===== src/inc/ssm_pkg.sv =====
// Constants, types and register map of the synchronous modem controller.
package ssm_pkg;
    localparam logic [7:0]  OFF_CTRL      = 8'h00;
    localparam logic [7:0]  OFF_STATUS    = 8'h04;
    localparam logic [7:0]  OFF_MASK      = 8'h08;
    localparam logic [7:0]  OFF_RXDATA    = 8'h0C;
    localparam logic [7:0]  OFF_TXDATA    = 8'h10;
    localparam int unsigned CTRL_SYN_LSB  = 0;
    localparam int unsigned CTRL_MODE_LSB = 8;
    localparam int unsigned CTRL_RXEN_BIT = 10;
    localparam int unsigned CTRL_TXEN_BIT = 11;
    localparam int unsigned ST_RX_READY   = 0;
    localparam int unsigned ST_TX_REQ     = 1;
    localparam int unsigned ST_RX_TERR    = 2;
    localparam int unsigned ST_TX_TERR    = 3;
    localparam int unsigned RX_PAR_BIT    = 15;
    localparam int unsigned RX_FULL_BIT   = 16;
    localparam int unsigned TX_FULL_BIT   = 8;
    localparam logic [11:0] CTRL_RST      = 12'h032;
    localparam logic [3:0]  MASK_RST      = 4'h0;
    localparam logic [7:0]  SYN_FORBIDDEN = 8'hFF;
    localparam logic [3:0]  CHAR_BITS     = 4'h8;
    localparam logic [3:0]  LAST_BIT      = 4'h7;

    typedef enum logic [1:0] {
        SSM_SYN_TWO,
        SSM_SYN_ONE,
        SSM_SYN_NONE
    } ssm_sync_mode_e;

    typedef enum logic [1:0] {
        SSM_HUNT,
        SSM_SECOND,
        SSM_LOCKED
    } ssm_rx_state_e;

    typedef struct packed {
        ssm_rx_state_e state;
        logic [7:0]    shreg;
        logic [3:0]    cnt;
        logic          par;
    } ssm_rx_s;

    typedef struct packed {
        logic [7:0] shreg;
        logic [3:0] left;
        logic       active;
        logic       dout;
    } ssm_tx_s;
endpackage : ssm_pkg


===== src/logic/ssm_sync_modem_ctrl.sv =====
// Synchronous modem controller: serial link, double buffers, APB registers, interrupt.
//
// Behaviour
// - Shift received bits in on receive clock.
// - Full character moves to receive buffer.
// - Buffer load raises input service request.
// - Unread buffer at next character: input timing error.
// - Host read delivers character, frees buffer.
// - Parity bit on bus line 15, odd=1.
// - Basic mode needs two SYN before data.
// - SYN code strappable, all ones excluded.
// - Option: lock after a single SYN.
// - Option: lock on first space bit.
// - Space lock holds until block ends.
// - Host low byte held in transmit buffer.
// - Buffer moves to shifter, sent on clock.
// - Buffer transfer raises output service request.
// - Empty buffer at character end: output timing error.
`timescale 1ns/100ps
module ssm_sync_modem_ctrl
    import ssm_pkg::*;
(
    // Clock, reset and clock enable.
    input  wire logic        clock,
    input  wire logic        rst,
    input  wire logic        ce,
    // APB slave.
    input  wire logic        psel,
    input  wire logic        penable,
    input  wire logic        pwrite,
    input  wire logic [7:0]  paddr,
    input  wire logic [31:0] pwdata,
    output logic      [31:0] prdata,
    output logic             pready,
    output logic             pslverr,
    // Data set link.
    input  wire logic        rx_clk_pin,
    input  wire logic        rx_data_pin,
    input  wire logic        tx_clk_pin,
    output logic             tx_data_pin,
    // Interrupt.
    output logic             irq
);
    logic [2:0]     rxc_q, rxd_q, txc_q;
    ssm_rx_s        rx_q, rx_d;
    ssm_tx_s        tx_q, tx_d;
    logic [7:0]     rxbuf_q, rxbuf_d, txbuf_q, txbuf_d;
    logic           rxpar_q, rxpar_d, rx_full_q, rx_full_d, tx_full_q, tx_full_d;
    logic [11:0]    ctrl_q, ctrl_d;
    logic [3:0]     st_q, st_d, mask_q, mask_d, ev;
    logic [31:0]    prdata_d;
    logic           pready_d, pslverr_d, irq_d;
    logic           rx_rise, tx_fall, rx_bit, rx_done, tx_load, tx_under;
    logic           acc, setup, wr, rd_rx, rx_en, tx_en, syn_ok, mapped;
    logic [7:0]     syn, sh;
    ssm_sync_mode_e mode;

    // Only stage 1 of each pin feeds stage 2; stage 2 and 3 of the clock pins drive logic, and only stage 2 of the data pin.
    always_ff @(posedge clock)
    begin
        if (rst)
        begin
            rxc_q <= 3'h0;
            rxd_q <= 3'h0;
            txc_q <= 3'h0;
        end
        else if (ce)
        begin
            rxc_q <= {rxc_q[1:0], rx_clk_pin};
            rxd_q <= {rxd_q[1:0], rx_data_pin};
            txc_q <= {txc_q[1:0], tx_clk_pin};
        end
    end

    assign rx_rise = rxc_q[1] & ~rxc_q[2];
    assign tx_fall = ~txc_q[1] & txc_q[2];
    assign rx_bit  = rxd_q[1];
    assign syn     = ctrl_q[CTRL_SYN_LSB +: 8];
    assign mode    = ssm_sync_mode_e'(ctrl_q[CTRL_MODE_LSB +: 2]);
    assign rx_en   = ctrl_q[CTRL_RXEN_BIT];
    assign tx_en   = ctrl_q[CTRL_TXEN_BIT];
    assign syn_ok  = (syn != SYN_FORBIDDEN);
    assign sh      = {rx_bit, rx_q.shreg[7:1]};
    assign setup   = psel & ~penable;
    assign acc     = psel & penable & pready;
    assign wr      = acc & pwrite;
    assign rd_rx   = acc & ~pwrite & (paddr == OFF_RXDATA);
    assign mapped  = (paddr == OFF_CTRL) | (paddr == OFF_STATUS) | (paddr == OFF_MASK)
                   | (paddr == OFF_RXDATA) | (paddr == OFF_TXDATA);

    // Receive side: hunt, lock and character assembly.
    always_comb
    begin
        rx_d      = rx_q;
        rxbuf_d   = rxbuf_q;
        rxpar_d   = rxpar_q;
        rx_full_d = rx_full_q;
        rx_done   = 1'b0;
        if (rd_rx)
            rx_full_d = 1'b0;
        if (!rx_en)
        begin
            // Clearing the enable ends the block and restarts the hunt.
            rx_d.state = SSM_HUNT;
            rx_d.cnt   = 4'h0;
            rx_d.par   = 1'b0;
        end
        else if (rx_rise)
        begin
            rx_d.shreg = sh;
            unique case (rx_q.state)
                SSM_HUNT:
                begin
                    if (rx_q.cnt != CHAR_BITS)
                        rx_d.cnt = rx_q.cnt + 4'h1;
                    if (mode == SSM_SYN_NONE)
                    begin
                        if (!rx_bit)
                        begin
                            rx_d.state = SSM_LOCKED;
                            rx_d.cnt   = 4'h1;
                            rx_d.par   = 1'b0;
                        end
                    end
                    // Mode code 3 never locks, which parks the receiver.
                    else if (mode inside {SSM_SYN_TWO, SSM_SYN_ONE} && syn_ok
                             && rx_q.cnt >= LAST_BIT && sh == syn)
                    begin
                        rx_d.cnt   = 4'h0;
                        rx_d.par   = 1'b0;
                        rx_d.state = (mode == SSM_SYN_ONE) ? SSM_LOCKED : SSM_SECOND;
                    end
                end
                SSM_SECOND:
                begin
                    rx_d.cnt = rx_q.cnt + 4'h1;
                    if (rx_q.cnt == LAST_BIT)
                    begin
                        rx_d.cnt   = 4'h0;
                        rx_d.state = (sh == syn) ? SSM_LOCKED : SSM_HUNT;
                    end
                end
                SSM_LOCKED:
                begin
                    rx_d.par = rx_q.par ^ rx_bit;
                    rx_d.cnt = rx_q.cnt + 4'h1;
                    if (rx_q.cnt == LAST_BIT)
                    begin
                        rx_done   = 1'b1;
                        rxbuf_d   = sh;
                        rxpar_d   = rx_q.par ^ rx_bit;
                        rx_full_d = 1'b1;
                        rx_d.cnt  = 4'h0;
                        rx_d.par  = 1'b0;
                    end
                end
                default:
                begin
                    rx_d.state = SSM_HUNT;
                    rx_d.cnt   = 4'h0;
                end
            endcase
        end
    end

    // Transmit side: buffer to shifter hand-over and underrun.
    always_comb
    begin
        tx_d      = tx_q;
        txbuf_d   = txbuf_q;
        tx_full_d = tx_full_q;
        tx_load   = 1'b0;
        tx_under  = 1'b0;
        if (!tx_en)
        begin
            tx_d.active = 1'b0;
            tx_d.left   = 4'h0;
            tx_d.dout   = 1'b1;
        end
        else if (tx_fall)
        begin
            if (tx_q.left == 4'h0)
            begin
                if (tx_full_q)
                begin
                    tx_load     = 1'b1;
                    tx_d.shreg  = {1'b1, txbuf_q[7:1]};
                    tx_d.dout   = txbuf_q[0];
                    tx_d.left   = LAST_BIT;
                    tx_d.active = 1'b1;
                    tx_full_d   = 1'b0;
                end
                else
                begin
                    tx_under    = tx_q.active;
                    tx_d.active = 1'b0;
                    tx_d.dout   = 1'b1;
                end
            end
            else
            begin
                tx_d.dout  = tx_q.shreg[0];
                tx_d.shreg = {1'b1, tx_q.shreg[7:1]};
                tx_d.left  = tx_q.left - 4'h1;
            end
        end
        // A host write in the hand-over cycle still fills the buffer.
        if (wr && paddr == OFF_TXDATA)
        begin
            txbuf_d   = pwdata[7:0];
            tx_full_d = 1'b1;
        end
    end

    // Registers, events and APB answer.
    always_comb
    begin
        ev              = 4'h0;
        ev[ST_RX_READY] = rx_done;
        ev[ST_RX_TERR]  = rx_done & rx_full_q & ~rd_rx;
        ev[ST_TX_REQ]   = tx_load;
        ev[ST_TX_TERR]  = tx_under;
        ctrl_d          = ctrl_q;
        mask_d          = mask_q;
        st_d            = st_q;
        if (wr && paddr == OFF_CTRL)
            ctrl_d = pwdata[11:0];
        if (wr && paddr == OFF_MASK)
            mask_d = pwdata[3:0];
        if (wr && paddr == OFF_STATUS)
            st_d = st_q & ~pwdata[3:0];
        st_d      = st_d | ev;
        irq_d     = |(st_d & mask_d);
        pready_d  = setup;
        pslverr_d = setup & ~mapped;
        prdata_d  = 32'h0000_0000;
        if (setup && !pwrite)
        begin
            unique case (paddr)
                OFF_CTRL:   prdata_d[11:0] = ctrl_q;
                OFF_STATUS: prdata_d[3:0]  = st_q;
                OFF_MASK:   prdata_d[3:0]  = mask_q;
                OFF_RXDATA:
                begin
                    prdata_d[7:0]        = rxbuf_q;
                    prdata_d[RX_PAR_BIT]  = rxpar_q;
                    prdata_d[RX_FULL_BIT] = rx_full_q;
                end
                OFF_TXDATA: prdata_d[TX_FULL_BIT] = tx_full_q;
                default:    prdata_d = 32'h0000_0000;
            endcase
        end
    end

    always_ff @(posedge clock)
    begin
        if (rst)
        begin
            rx_q      <= '{SSM_HUNT, 8'h00, 4'h0, 1'b0};
            tx_q      <= '{8'hFF, 4'h0, 1'b0, 1'b1};
            rxbuf_q   <= 8'h00;
            txbuf_q   <= 8'h00;
            rxpar_q   <= 1'b0;
            rx_full_q <= 1'b0;
            tx_full_q <= 1'b0;
            ctrl_q    <= CTRL_RST;
            mask_q    <= MASK_RST;
            st_q      <= 4'h0;
            prdata    <= 32'h0000_0000;
            pready    <= 1'b0;
            pslverr   <= 1'b0;
            irq       <= 1'b0;
        end
        else if (ce)
        begin
            rx_q      <= rx_d;
            tx_q      <= tx_d;
            rxbuf_q   <= rxbuf_d;
            txbuf_q   <= txbuf_d;
            rxpar_q   <= rxpar_d;
            rx_full_q <= rx_full_d;
            tx_full_q <= tx_full_d;
            ctrl_q    <= ctrl_d;
            mask_q    <= mask_d;
            st_q      <= st_d;
            prdata    <= prdata_d;
            pready    <= pready_d;
            pslverr   <= pslverr_d;
            irq       <= irq_d;
        end
    end

    assign tx_data_pin = tx_q.dout;
endmodule : ssm_sync_modem_ctrl


===== config.mk =====
export PLATFORM = sky130hd
export DESIGN_NAME = ssm_sync_modem_ctrl
export DESIGN_NICKNAME = d
export VERILOG_FILES = /design/src/inc/ssm_pkg.sv /design/src/logic/ssm_sync_modem_ctrl.sv
export SDC_FILE = /design/constraint.sdc
export NUM_CORES = 1
export LEC_CHECK = 0
export CORE_UTILIZATION = 44
export CTS_CLUSTER_DIAMETER = 120
export CTS_CLUSTER_SIZE = 16
export DETAILED_ROUTE_END_ITERATION = 12
export DONT_BUFFER_PORTS = 1
export HOLD_SLACK_MARGIN = 0.15
export PLACE_DENSITY = 0.61
export SKIP_CTS_REPAIR_TIMING = 1
export SLEW_MARGIN = 10
export SYNTH_ARGS = -nofsm -noshare
export SYNTH_HDL_FRONTEND = slang
export SYNTH_SLANG_ARGS = --single-unit
export TNS_END_PERCENT = 1

===== constraint.sdc =====
create_clock -name clock -period 2.9 [get_ports clock]
set_input_delay 0.58 -clock clock [delete_from_list [all_inputs] [get_ports clock]]
set_output_delay 0.58 -clock clock [all_outputs]
set_load 0.005 [all_outputs]

## After elaboration in Yosys (flattened, before gate mapping)

Cells that the tools add are included.

- Register bits after elaboration: 111
- Bits of input ports: 49
- Output and inout port bits: 36
- Logic and storage cells: 158

- Add/sub/neg operators: 2
- $lt $le $gt $ge: 1
- Eq/ne operators: 22
- Mux-type cells: 54
- Bitwise operators: 26
- Reductions and logical operators: 30

Operator list:

| cell | number |
|---|---|
| $mux 5 | 5 |
| $mux 12 | 2 |
| $mux 1 | 23 |
| $mux 2 | 9 |
| $mux 17 | 1 |
| $eq 8x4->1 const B | 2 |
| $mux 4 | 4 |
| $pmux 4 s4 | 1 |
| $mux 15 | 1 |
| $mux 6 | 2 |
| $ne 4x4->1 const B | 3 |
| $pmux 4 s3 | 1 |
| $and 1x1->1 | 11 |
| $reduce_and 5->1 | 2 |
| $reduce_and 3->1 | 3 |
| $and 4x4->4 | 2 |
| $eq 8x3->1 const B | 1 |
| $eq 8x5->1 const B | 1 |
| $eq 8x8->1 | 1 |
| $logic_and 1x1->1 | 8 |
| $logic_not 8->1 | 1 |
| $ne 8x8->1 const B | 1 |
| $pmux 4 s2 | 1 |
| $reduce_and 2->1 | 4 |
| 25 further kinds | 45 |

## Depth between registers and ports, before layout

Gate-level depths: netlist (run 1).

- Depth after elaboration: 10
- Gate-level depth with buffers: 10
- Mapped depth without buffers: 8

## Worst setup path before layout (run 1)

OpenSTA, ideal clock, no wires.

- Path kind: input port to flip-flop
- From: input port paddr[1]
- To: register irq
- Library setup time: 0.119 ns
- Data arrival time: 2.143 ns
- Data required time: 2.781 ns
- Path slack: 0.639 ns
- Stages on the path: 6
- Path buffers: 0
- Cells stage by stage: nor4_4 nand2_1 or4_1 a32oi_1 o221ai_1 o221a_1

- Word-level cells in the longest chain between the ends: 7
- Elaborated cells between the ends (all ways): 13
- Classes of those cells: eq/ne (3); mux (2); bitwise (5); reduce/logical (3)

RTL lines:

| what | line | text |
|---|---|---|
| start, declared | ssm_sync_modem_ctrl.sv:31 | `input wire logic [7:0] paddr,` |
| $eq 8x4->1 | ssm_sync_modem_ctrl.sv:87 | `assign rd_rx = acc & ~pwrite & (paddr == OFF_RXDATA);` |
| $and 1x1->1 | ssm_sync_modem_ctrl.sv:87 |  |
| $not 1->1 | ssm_sync_modem_ctrl.sv:220 | `ev[ST_RX_TERR] = rx_done & rx_full_q & ~rd_rx;` |
| $and 1x1->1 | ssm_sync_modem_ctrl.sv:220 |  |
| $or 4x4->4 | ssm_sync_modem_ctrl.sv:232 | `st_d = st_d \| ev;` |
| $and 4x4->4 (*) | ssm_sync_modem_ctrl.sv:233 | `irq_d = \|(st_d & mask_d);` |
| $reduce_or 4->1 (*) | ssm_sync_modem_ctrl.sv:233 |  |
| end signal, assigned | ssm_sync_modem_ctrl.sv:289 | `irq <= irq_d;` |
| end, declared | ssm_sync_modem_ctrl.sv:42 | `output logic irq` |

Mark *: on every way between the ends. The rest lies on a longest branch, timed or not.
A chain may end at the register's enable or synchronous reset.

## Worst setup path in the final report (run 1)

- From: register tx_q[3] (netlist name)
- To: register tx_q[9] (netlist name)

- Word-level cells in the longest chain between the ends: 3
- Elaborated cells between the ends (all ways): 4
- Classes of those cells: eq/ne (1); mux (1); reduce/logical (2)

RTL lines:

| what | line | text |
|---|---|---|
| start, declared | ssm_sync_modem_ctrl.sv:46 | `ssm_tx_s tx_q, tx_d;` |
| start signal, assigned | ssm_sync_modem_ctrl.sv:260 | `tx_q <= '{8'hFF, 4'h0, 1'b0, 1'b1};` |
| start signal, assigned | ssm_sync_modem_ctrl.sv:277 | `tx_q <= tx_d;` |
| $logic_not 4->1 (*) | ssm_sync_modem_ctrl.sv:182 | `if (tx_q.left == 4'h0)` |
| $ne 2x2->1 (no line) | - |  |
| $reduce_and 4->1 (no line) | - |  |

Marked as above.

==> results of run 1 <==
layout make-up:
type	instances	area [µm²]	share of cell area (%)
repair buffers	8	60.06	1.297
multi-input cells	377	2315	49.97
well taps	133	166.4	3.593
flip-flops and latches	91	1822	39.33
clock inverters	5	60.06	1.297
clock buffers	11	141.4	3.052
inverters	18	67.56	1.459
through the flow:
step	util, %	worst slack [ps]
after global routing	47.61	122.9
after floorplan	-	638.5
after global placement	45.54	384.6
after detailed placement	45.54	345.2
after CTS	47.61	458.9
final	47.61	484.0
logic make-up after synthesis:
kind of cell,count (synthesis)
AOI/OAI and AO/OA,104
xor gates and xnor gates,11
adders and majority gates,7
buffers and inverters,67
DFF,91
muxes,50
other,1
and+or+nand+nor,187
layout by cell type (no fill, tap or decap), types with 3 or more instances in the layout:
cell,n
a31oi_1,4
nand3_1,5
a21oi_1,28
o21ai_0,14
xnor2_1,11
nor3_1,7
o21a_1,3
inv_1,18
dfxtp_1,91
mux2_2,5
conb_1,18
nor2b_1,5
clkbuf_8,10
mux2i_1,45
nand4_1,7
ha_1,7
or2_2,3
o22ai_1,5
nor3b_1,3
a21o_1,3
nand2b_1,3
o311ai_0,6
a22oi_1,18
nor2_1,95
o2bb2ai_1,4
or3_1,3
nand2_1,39
buf_4,8
a221oi_1,3
final timing paths:
check | from | end | slack [ps] | cells after the start
worst min-delay path | rst | rxc_q[2]$_SDFFE_PP0P_ | 310 | 1
worst max-delay path | tx_q[3]$_SDFFE_PP0P_ | tx_q[9]$_SDFFE_PP1P_ | 480 | 7
worst min register to register | st_q[0]$_SDFFE_PP0P_ | st_q[0]$_SDFFE_PP0P_ | 490 | 2
worst max register to register | tx_q[3]$_SDFFE_PP0P_ | tx_q[9]$_SDFFE_PP1P_ | 480 | 7
metal layers:
| metal | vias up | track usage (%) | share of wire, % |
|---|---|---|---|
| met4 | 0 | 5.275 | 0.29 |
| met1 | 1636 | 29.39 | 50 |
| met5 | - | 0 | 0 |
| li1 | 1753 | - | - |
| met2 | 115 | 30.30 | 43 |
| met3 | 2 | 4.241 | 7.0 |
Yosys cell counts, types with 2 or more instances:
master	n	area, µm²
mux2_2	5	56.30
and2_1	2	12.51
inv_1	18	67.56
clkbuf_1	20	75.07
nand2b_1	3	18.77
and3b_1	2	17.52
xnor2_1	11	96.34
o21ai_0	14	70.07
and3_1	2	12.51
buf_2	7	35.03
a21o_1	3	22.52
dfxtp_1	91	1822
nand4_1	7	43.79
o211ai_1	2	15.01
or3_1	3	18.77
a31oi_1	4	25.02
o22ai_1	5	31.28
o31ai_1	2	15.01
o311ai_0	6	52.55
o221ai_1	2	17.52
nor2b_1	5	31.28
nor3b_1	3	22.52
a22oi_1	18	135.1
buf_4	19	142.6
a32oi_1	2	17.52
nand3b_1	2	15.01
mux2i_1	45	450.4
o21a_1	3	22.52
o2bb2ai_1	4	35.03
ha_1	7	87.58
a221oi_1	3	26.28
or2_2	3	18.77
a211oi_1	2	15.01
nand2_1	39	146.4
buf_1	3	11.26
a21oi_1	28	140.1
nor2_1	95	356.6
nor3_1	7	35.03
nand3_1	5	25.02
power breakdown:
| part | internal, µW | switching (µW) |
|---|---|---|
| clock network | 428 | 452 |
| registers | 1260 | 8.42 |
| logic | 25.3 | 39.6 |
flip-flops by register name (all words and copies together), names as in the netlist, 2 cells and up:
signal,flops
prdata,14
rxd_q,2
txbuf_q,8
rxbuf_q,8
ctrl_q,12
txc_q,3
mask_q,4
rx_q,14
rxc_q,3
st_q,4
tx_q,12
==> impl_metrics.env, run 1 <==
export IMPL_syn_instance_count=518
export IMPL_die_height_um=102.0
export IMPL_numCtsBuffers=9
export IMPL_placed_cell_area_um2=4431
export IMPL_place_gp_congestion=0.8477
export IMPL_drt_wirelength_per_cell_um=15.79
export IMPL_hpwl_um=7138
export IMPL_synth_xor_xnor_area_share_pct=2.188
export IMPL_grt_max_degree=78
export IMPL_synth_cell_types=55
export IMPL_finalMaxSlewViolations=0
export IMPL_num_rows=36
export IMPL_worstPathMaxFanout=13
export IMPL_clk_pin_slew_ps=90
export IMPL_period_needed_ps=2416
export IMPL_p_per_area_nw_per_um2=477.1
export IMPL_syn_area_um2=4404
export IMPL_grt_setup_unrepaired="false"
export IMPL_first_iter_violations=211
export IMPL_hold_worst_slack_ps=313.6
export IMPL_finalHoldViolCount=0
export IMPL_detail_route_antenna_nets=0
export IMPL_clock_latency_ps=350
export IMPL_path_cells="inv_1, ha_1, or3b_2, nor2_1, a21boi_1, nand2_1, o311ai_0"
export IMPL_wl_um=10150
export IMPL_grt_pass1_wl_um=16300
export IMPL_fill_cells=957
export IMPL_synth_edf_count=0
export IMPL_cap_viol_max_count=0
export IMPL_layout_area_overhead_vs_synth_pct=5.170
export IMPL_final_instance_count_excl_fill=643
export IMPL_yosys_area_share_simple_pct=19.57
export IMPL_synth_seq_area_share_pct=41.36
export IMPL_cp_slowest_cell="a21boi_1"
export IMPL_grt_pass1_vias=3228
export IMPL_placedCellCount=627
export IMPL_clkSinkCount=91
export IMPL_required_ps=3130
export IMPL_worstSetupEndpointType="flip-flop"
export IMPL_worst_path_buf_inv=1
export IMPL_grt_overflow_total=0
export IMPL_synth_async_sr_flop_share_pct=0
export IMPL_synthAdderAreaFrac_pct=1.989
export IMPL_drc=0
export IMPL_ys_ff_latch=91
export IMPL_die_area_um2=10410
export IMPL_core_area_um2=9729
export IMPL_first_pass_iters=4
export IMPL_power_uw=2210
export IMPL_h_tree_depth=3
export IMPL_antenna_found_initial=0
export IMPL_arrival_ps=2650
export IMPL_fmax_mhz=413.9
export IMPL_synthMuxAreaShare_pct=11.51
export IMPL_fin_skew_ps=11.84
export IMPL_nets=561
export IMPL_drive_gt1_share_pct=7.059
export IMPL_grt_use_total_pct=20.23
export IMPL_cts_tree="built"
export IMPL_post_route_period_util_pct=83.31
export IMPL_finalSetupViolations=0
export IMPL_ios=85
export IMPL_leakage_uw=0.001818
export IMPL_criticalPathCategory="flip-flop to flip-flop"
export IMPL_clockBufferDepth=2
export IMPL_ir_worst_vdd_mv=0.2162
export IMPL_synth_top_family_by_area="simple AND/OR/NAND/NOR gates"
export IMPL_cp_slowest_stage_delay_ps=450
export IMPL_synth_compound_area_share_pct=15.77
export IMPL_viasPerCell=5.453
export IMPL_worstSetupStartpointType="flip-flop"
export IMPL_worstHoldPathType="input pin to flip-flop"
export IMPL_design_area_um2=4632
export IMPL_synth_flop_cell="dfxtp_1"
export IMPL_yosysWarnings=0
export IMPL_slew_limit_headroom_pct=59.27
export IMPL_num_vias=3506
export IMPL_start_util_pct=45.27
export IMPL_diodes=0
export IMPL_dieWidth_um=102.0
export IMPL_worst_slew_pin_slew_ps=610.9
export IMPL_synth_avg_cell_area_um2=8.502
export IMPL_fin_tns_setup_ps=0
export IMPL_io_buffer_count=0
export IMPL_cts_root_buf="clkbuf_8"
export IMPL_cp_top_family="compound AO/OA/AOI/OAI gates"
export IMPL_run_status="finished, final reports clean"
Power figures use the tool's default switching activity.
==> inputs of run 2 (changes only) <==
clock period = 2.25 ns   (was 2.9 ns; I/O delays follow)
==> run 2 against run 1 <==
Global-route usage up 0.85 points. Via count up 2.2%. Fmax up 14%. Hold slack worse by 140 ps. Sequential power up 28%. Setup slack worse by 340 ps. Clock power up 27%. Die area unchanged. Cell count up 2.8%. Power up 29%. Critical path type unchanged.
==> impl_metrics.env, run 2 (synthesis gave the netlist of run 1 again) <==
export IMPL_io_buffer_count=0
export IMPL_p_per_area_nw_per_um2=594.0
export IMPL_start_util_pct=45.27
export IMPL_drt_wirelength_per_cell_um=15.90
export IMPL_grt_use_total_pct=21.08
export IMPL_fill_cells=945
export IMPL_grt_setup_unrepaired="false"
export IMPL_placedCellCount=644
export IMPL_hpwl_um=7499
export IMPL_finalHoldViolCount=0
export IMPL_core_area_um2=9729
export IMPL_criticalPathCategory="flip-flop to flip-flop"
export IMPL_ir_worst_vdd_mv=0.2449
export IMPL_routedLengthMet1_um=5054
export IMPL_cap_viol_max_count=0
export IMPL_first_iter_violations=216
export IMPL_grt_pass1_wl_um=16910
export IMPL_finalMaxSlewViolations=0
export IMPL_grt_pass1_vias=3398
export IMPL_wl_um=10510
export IMPL_drive_gt1_share_pct=10.80
export IMPL_viasPerCell=5.419
export IMPL_cts_tree="built"
export IMPL_h_tree_depth=3
export IMPL_dr_wl_met2_um=4533
export IMPL_clk_pin_slew_ps=90
export IMPL_final_seq_area_um2=1822
export IMPL_mostFrequentLayoutCell="nor2_1"
export IMPL_final_cell_mix="nor2_1, dfxtp_1, mux2i_1, nand2_1, a21oi_1"
export IMPL_worstSetupStartpointType="flip-flop"
export IMPL_worstSetupEndpointType="flip-flop"
export IMPL_period_needed_ps=2111
export IMPL_r2r_cells=6
export IMPL_holdPathStages=1
export IMPL_numCtsBuffers=9
export IMPL_first_pass_iters=4
export IMPL_design_area_um2=4796
export IMPL_worstPathMaxFanout=5
export IMPL_power_uw=2849
export IMPL_clkSinkCount=91
export IMPL_fin_skew_ps=13.71
export IMPL_final_instance_count_excl_fill=661
export IMPL_cts_root_buf="clkbuf_8"
export IMPL_leakage_uw=0.001902
export IMPL_reg_largest_list="prdata x14, rx_q x14"
export IMPL_top_layer_used="met4"
export IMPL_worstHoldPathType="input pin to flip-flop"
export IMPL_finalSetupViolations=0
export IMPL_worst_slew_pin_slew_ps=509.7
export IMPL_num_vias=3582
export IMPL_layout_area_overhead_vs_synth_pct=8.892
export IMPL_fmax_mhz=473.8
export IMPL_num_rows=36
export IMPL_nets=579
export IMPL_drc=0
export IMPL_die_height_um=102.0
export IMPL_multi_input_area_um2=2330
export IMPL_clockBufferDepth=2
export IMPL_pre_cts_slack_ps=38.49
export IMPL_die_area_um2=10410
export IMPL_antenna_found_initial=0
export IMPL_setup_slack_ps=139.2
export IMPL_wl_met3_um=782
export IMPL_slew_limit_headroom_pct=65.76
export IMPL_required_ps=2540
export IMPL_fin_tns_setup_ps=0
export IMPL_detail_route_antenna_nets=0
export IMPL_place_gp_congestion=0.8382
export IMPL_run_status="finished, final reports clean"
export IMPL_grt_overflow_total=0
export IMPL_diodes=0
export IMPL_grt_max_degree=78
export IMPL_arrival_ps=2400
export IMPL_clock_latency_ps=360
export IMPL_ios=85
export IMPL_dieWidth_um=102.0
export IMPL_placed_cell_area_um2=4571
export IMPL_post_route_period_util_pct=93.81
## run 2: critical path: stages, from the launching register on
cell and delay, ps:
dfxtp_1 460, inv_1 100, ha_1 270, a31oi_1 270, o21ai_0 160, or4b_2 650, a21oi_1 130
## run 2: area by class of cell
cell class / instances / share of cell area (%)
clock buffer: 9 / 2.583
timing repair buffer: 26 / 4.383
sequential: 91 / 37.99
inverter: 18 / 1.409
multi-input combinational: 377 / 48.58
tap: 133 / 3.470
clock inverter: 7 / 1.591
## run 2: worst paths after layout
| kind | from | slack, ps | to |
|---|---|---|---|
| setup / recovery | ctrl_q[8]$_SDFFE_PP0P_ | 140 | rx_q[0]$_SDFFE_PP0P_ |
| hold / removal | rst | 170 | rxc_q[2]$_SDFFE_PP0P_ |
| setup reg to reg | ctrl_q[8]$_SDFFE_PP0P_ | 140 | rx_q[0]$_SDFFE_PP0P_ |
| hold reg to reg | st_q[1]$_SDFFE_PP0P_ | 490 | st_q[1]$_SDFFE_PP0P_ |
## run 2: per-layer routing
layer | global-route usage (%) | vias to the layer above
met1 | 29.61 | 1661
li1 | - | 1796
met2 | 31.23 | 112
met3 | 4.993 | 13
met5 | 0 | -
met4 | 8.022 | 0
## run 2: power by group
| group | total [µW] | switching, µW | internal (µW) |
|---|---|---|---|
| Combinational | 95.5 | 55.9 | 39.6 |
| Sequential | 1630 | 9.08 | 1620 |
| Clock | 1120 | 604 | 519 |
| Total | 2850 | 669 | 2180 |
## run 2: through the flow
step | hold slack, ps | util [%]
2_1_floorplan | 447.3 | -
3_3_place_gp | 461.5 | 46.98
3_5_place_dp | 475.4 | 46.98
4_1_cts | 144.3 | 49.04
5_1_grt | 153.7 | 49.29
6_report | 172.4 | 49.29
==> inputs of run 3 (changes only) <==
BUFFER_PORTS_ARGS = -buffer_cell sky130_fd_sc_hd__buf_2   (was unset)
CORE_ASPECT_RATIO = 0.5   (was unset)
DONT_BUFFER_PORTS = unset   (was 1)
PLACE_DENSITY = 0.68   (was 0.61)
clock period = 2.3 ns   (was 2.25 ns; I/O delays follow)
==> run 3 against run 2 <==
Count of clock-buffer cells in the layout unchanged. First-iteration DRC count increased by 8.3%. Wire length decreased by 2.2%. Hold slack improved by 180 ps. Critical path type unchanged. Largest power group unchanged. Highest routed layer unchanged.
==> impl_metrics.env, run 3 (synthesis gave the netlist of run 1 again) <==
export IMPL_io_buffer_count=46
export IMPL_worstSetupEndpointType="flip-flop"
export IMPL_placed_cell_area_um2=4818
export IMPL_cap_viol_max_count=0
export IMPL_detail_route_antenna_nets=0
export IMPL_core_area_um2=9572
export IMPL_first_iter_violations=234
export IMPL_die_area_um2=10440
export IMPL_design_area_um2=5130
export IMPL_place_gp_congestion=0.8547
export IMPL_worstHoldPathType="input pin to flip-flop"
export IMPL_cts_root_buf="clkbuf_16"
export IMPL_reg_largest_list="prdata x14, rx_q x14"
export IMPL_numCtsBuffers=9
export IMPL_layout_area_overhead_vs_synth_pct=16.48
export IMPL_die_height_um=72.75
export IMPL_clkSinkCount=91
export IMPL_finalMaxSlewViolations=0
export IMPL_criticalPathCategory="flip-flop to flip-flop"
export IMPL_fin_util_pct=53.59
export IMPL_fill_cells=918
export IMPL_run_status="finished, final reports clean"
export IMPL_grt_pass1_vias=3438
export IMPL_startpoint="rx_q[1]$_SDFFE_PP0P_"
export IMPL_arrival_ps=2300
export IMPL_grt_max_degree=41
export IMPL_drc=0
export IMPL_cts_tree="built"
export IMPL_mostFrequentLayoutCell="nor2_1"
export IMPL_clock_latency_ps=340
export IMPL_period_needed_ps=2067
export IMPL_finalSetupViolations=0
export IMPL_drt_wirelength_per_cell_um=14.49
export IMPL_pre_cts_slack_ps=-36.70
export IMPL_required_ps=2540
export IMPL_nets=626
export IMPL_leakage_uw=0.002169
export IMPL_start_util_pct=46.01
export IMPL_worstSetupStartpointType="flip-flop"
export IMPL_hold_worst_slack_ps=351.9
export IMPL_diodes=0
export IMPL_grt_use_total_pct=21.33
export IMPL_num_vias=3754
export IMPL_first_pass_iters=4
export IMPL_num_rows=25
export IMPL_hpwl_um=7480
export IMPL_fin_skew_ps=5.254
export IMPL_antenna_found_initial=0
export IMPL_ir_worst_vdd_mv=0.3214
export IMPL_hold_start="pwdata[5]"
export IMPL_wl_um=10290
export IMPL_worstPathMaxFanout=5
export IMPL_h_tree_depth=3
export IMPL_clk_pin_slew_ps=60
export IMPL_grt_setup_unrepaired="false"
export IMPL_final_cell_mix="nor2_1, dfxtp_1, buf_2, mux2i_1, nand2_1"
export IMPL_dieWidth_um=143.5
export IMPL_r2r_start="rx_q[1]$_SDFFE_PP0P_"
export IMPL_setup_slack_ps=233.5
export IMPL_drive_gt1_share_pct=17.91
export IMPL_post_route_period_util_pct=89.85
export IMPL_grt_pass1_wl_um=16990
export IMPL_clockBufferDepth=2
export IMPL_p_per_area_nw_per_um2=631.4
export IMPL_finalHoldViolCount=0
export IMPL_grt_overflow_total=0
export IMPL_fmax_mhz=483.9
export IMPL_viasPerCell=5.287
export IMPL_ios=85
[run 3: changes by cell type in the layout (fill, tap and decap cells not counted), sizes merged]
cell	before	now
dlygate4sd3	1	0
clkinv	3	6
clkinvlp	2	0
buf	25	73
inv	19	18
[run 3: metrics by stage]
| step | TNS (ps) | cells | power, µW |
|---|---|---|---|
| detailed placement | -36.70 | 694 | 1798 |
| floorplan | 0 | 535 | 1743 |
| global route | 0 | 710 | 3367 |
| finish | 0 | 710 | 3239 |
| global placement | 0 | 694 | 1797 |
| CTS | 0 | 710 | 3268 |
[run 3: worst paths after layout]
path / to / slack, ps / cells after the start
max: rx_q[3]$_SDFFE_PP0P_ / 230 / 7
min: ctrl_q[5]$_SDFFE_PP1P_ / 350 / 3
max reg2reg: rx_q[3]$_SDFFE_PP0P_ / 230 / 7
min reg2reg: tx_q[9]$_SDFFE_PP1P_ / 490 / 2
[run 3: critical path, stage by stage (launching register included)]
cell	delay, ps
dfxtp_1	390
ha_1	190
a21o_1	160
o221ai_1	130
or3_1	410
o311ai_2	390
o22ai_1	130
a21o_1	180
[run 3: power by group]
part | internal, µW | switching (µW) | total [µW] | leakage (µW)
clock | 849 | 627 | 1480 | 0.000150
sequential | 1590 | 8.20 | 1590 | 0.000735
combinational | 60.9 | 108 | 169 | 0.00128
total | 2500 | 743 | 3240 | 0.00217
[run 3: cell type report]
type / instances / area [µm²] / share of cell area, %
clock buffers: 9 / 225.2 / 4.390
clock inverters: 7 / 78.83 / 1.537
inverters: 18 / 67.56 / 1.317
multi-input cells: 377 / 2322 / 45.27
flip-flops and latches: 91 / 1822 / 35.51
well taps: 135 / 168.9 / 3.293
repair buffers: 73 / 445.4 / 8.683
[run 3: metal layers]
metal  routed length [µm]  track usage (%)
met1                 5091            29.53
met2                 4469            33.01
met3                  541            4.790
met4                  183            6.974
met5                    0                0
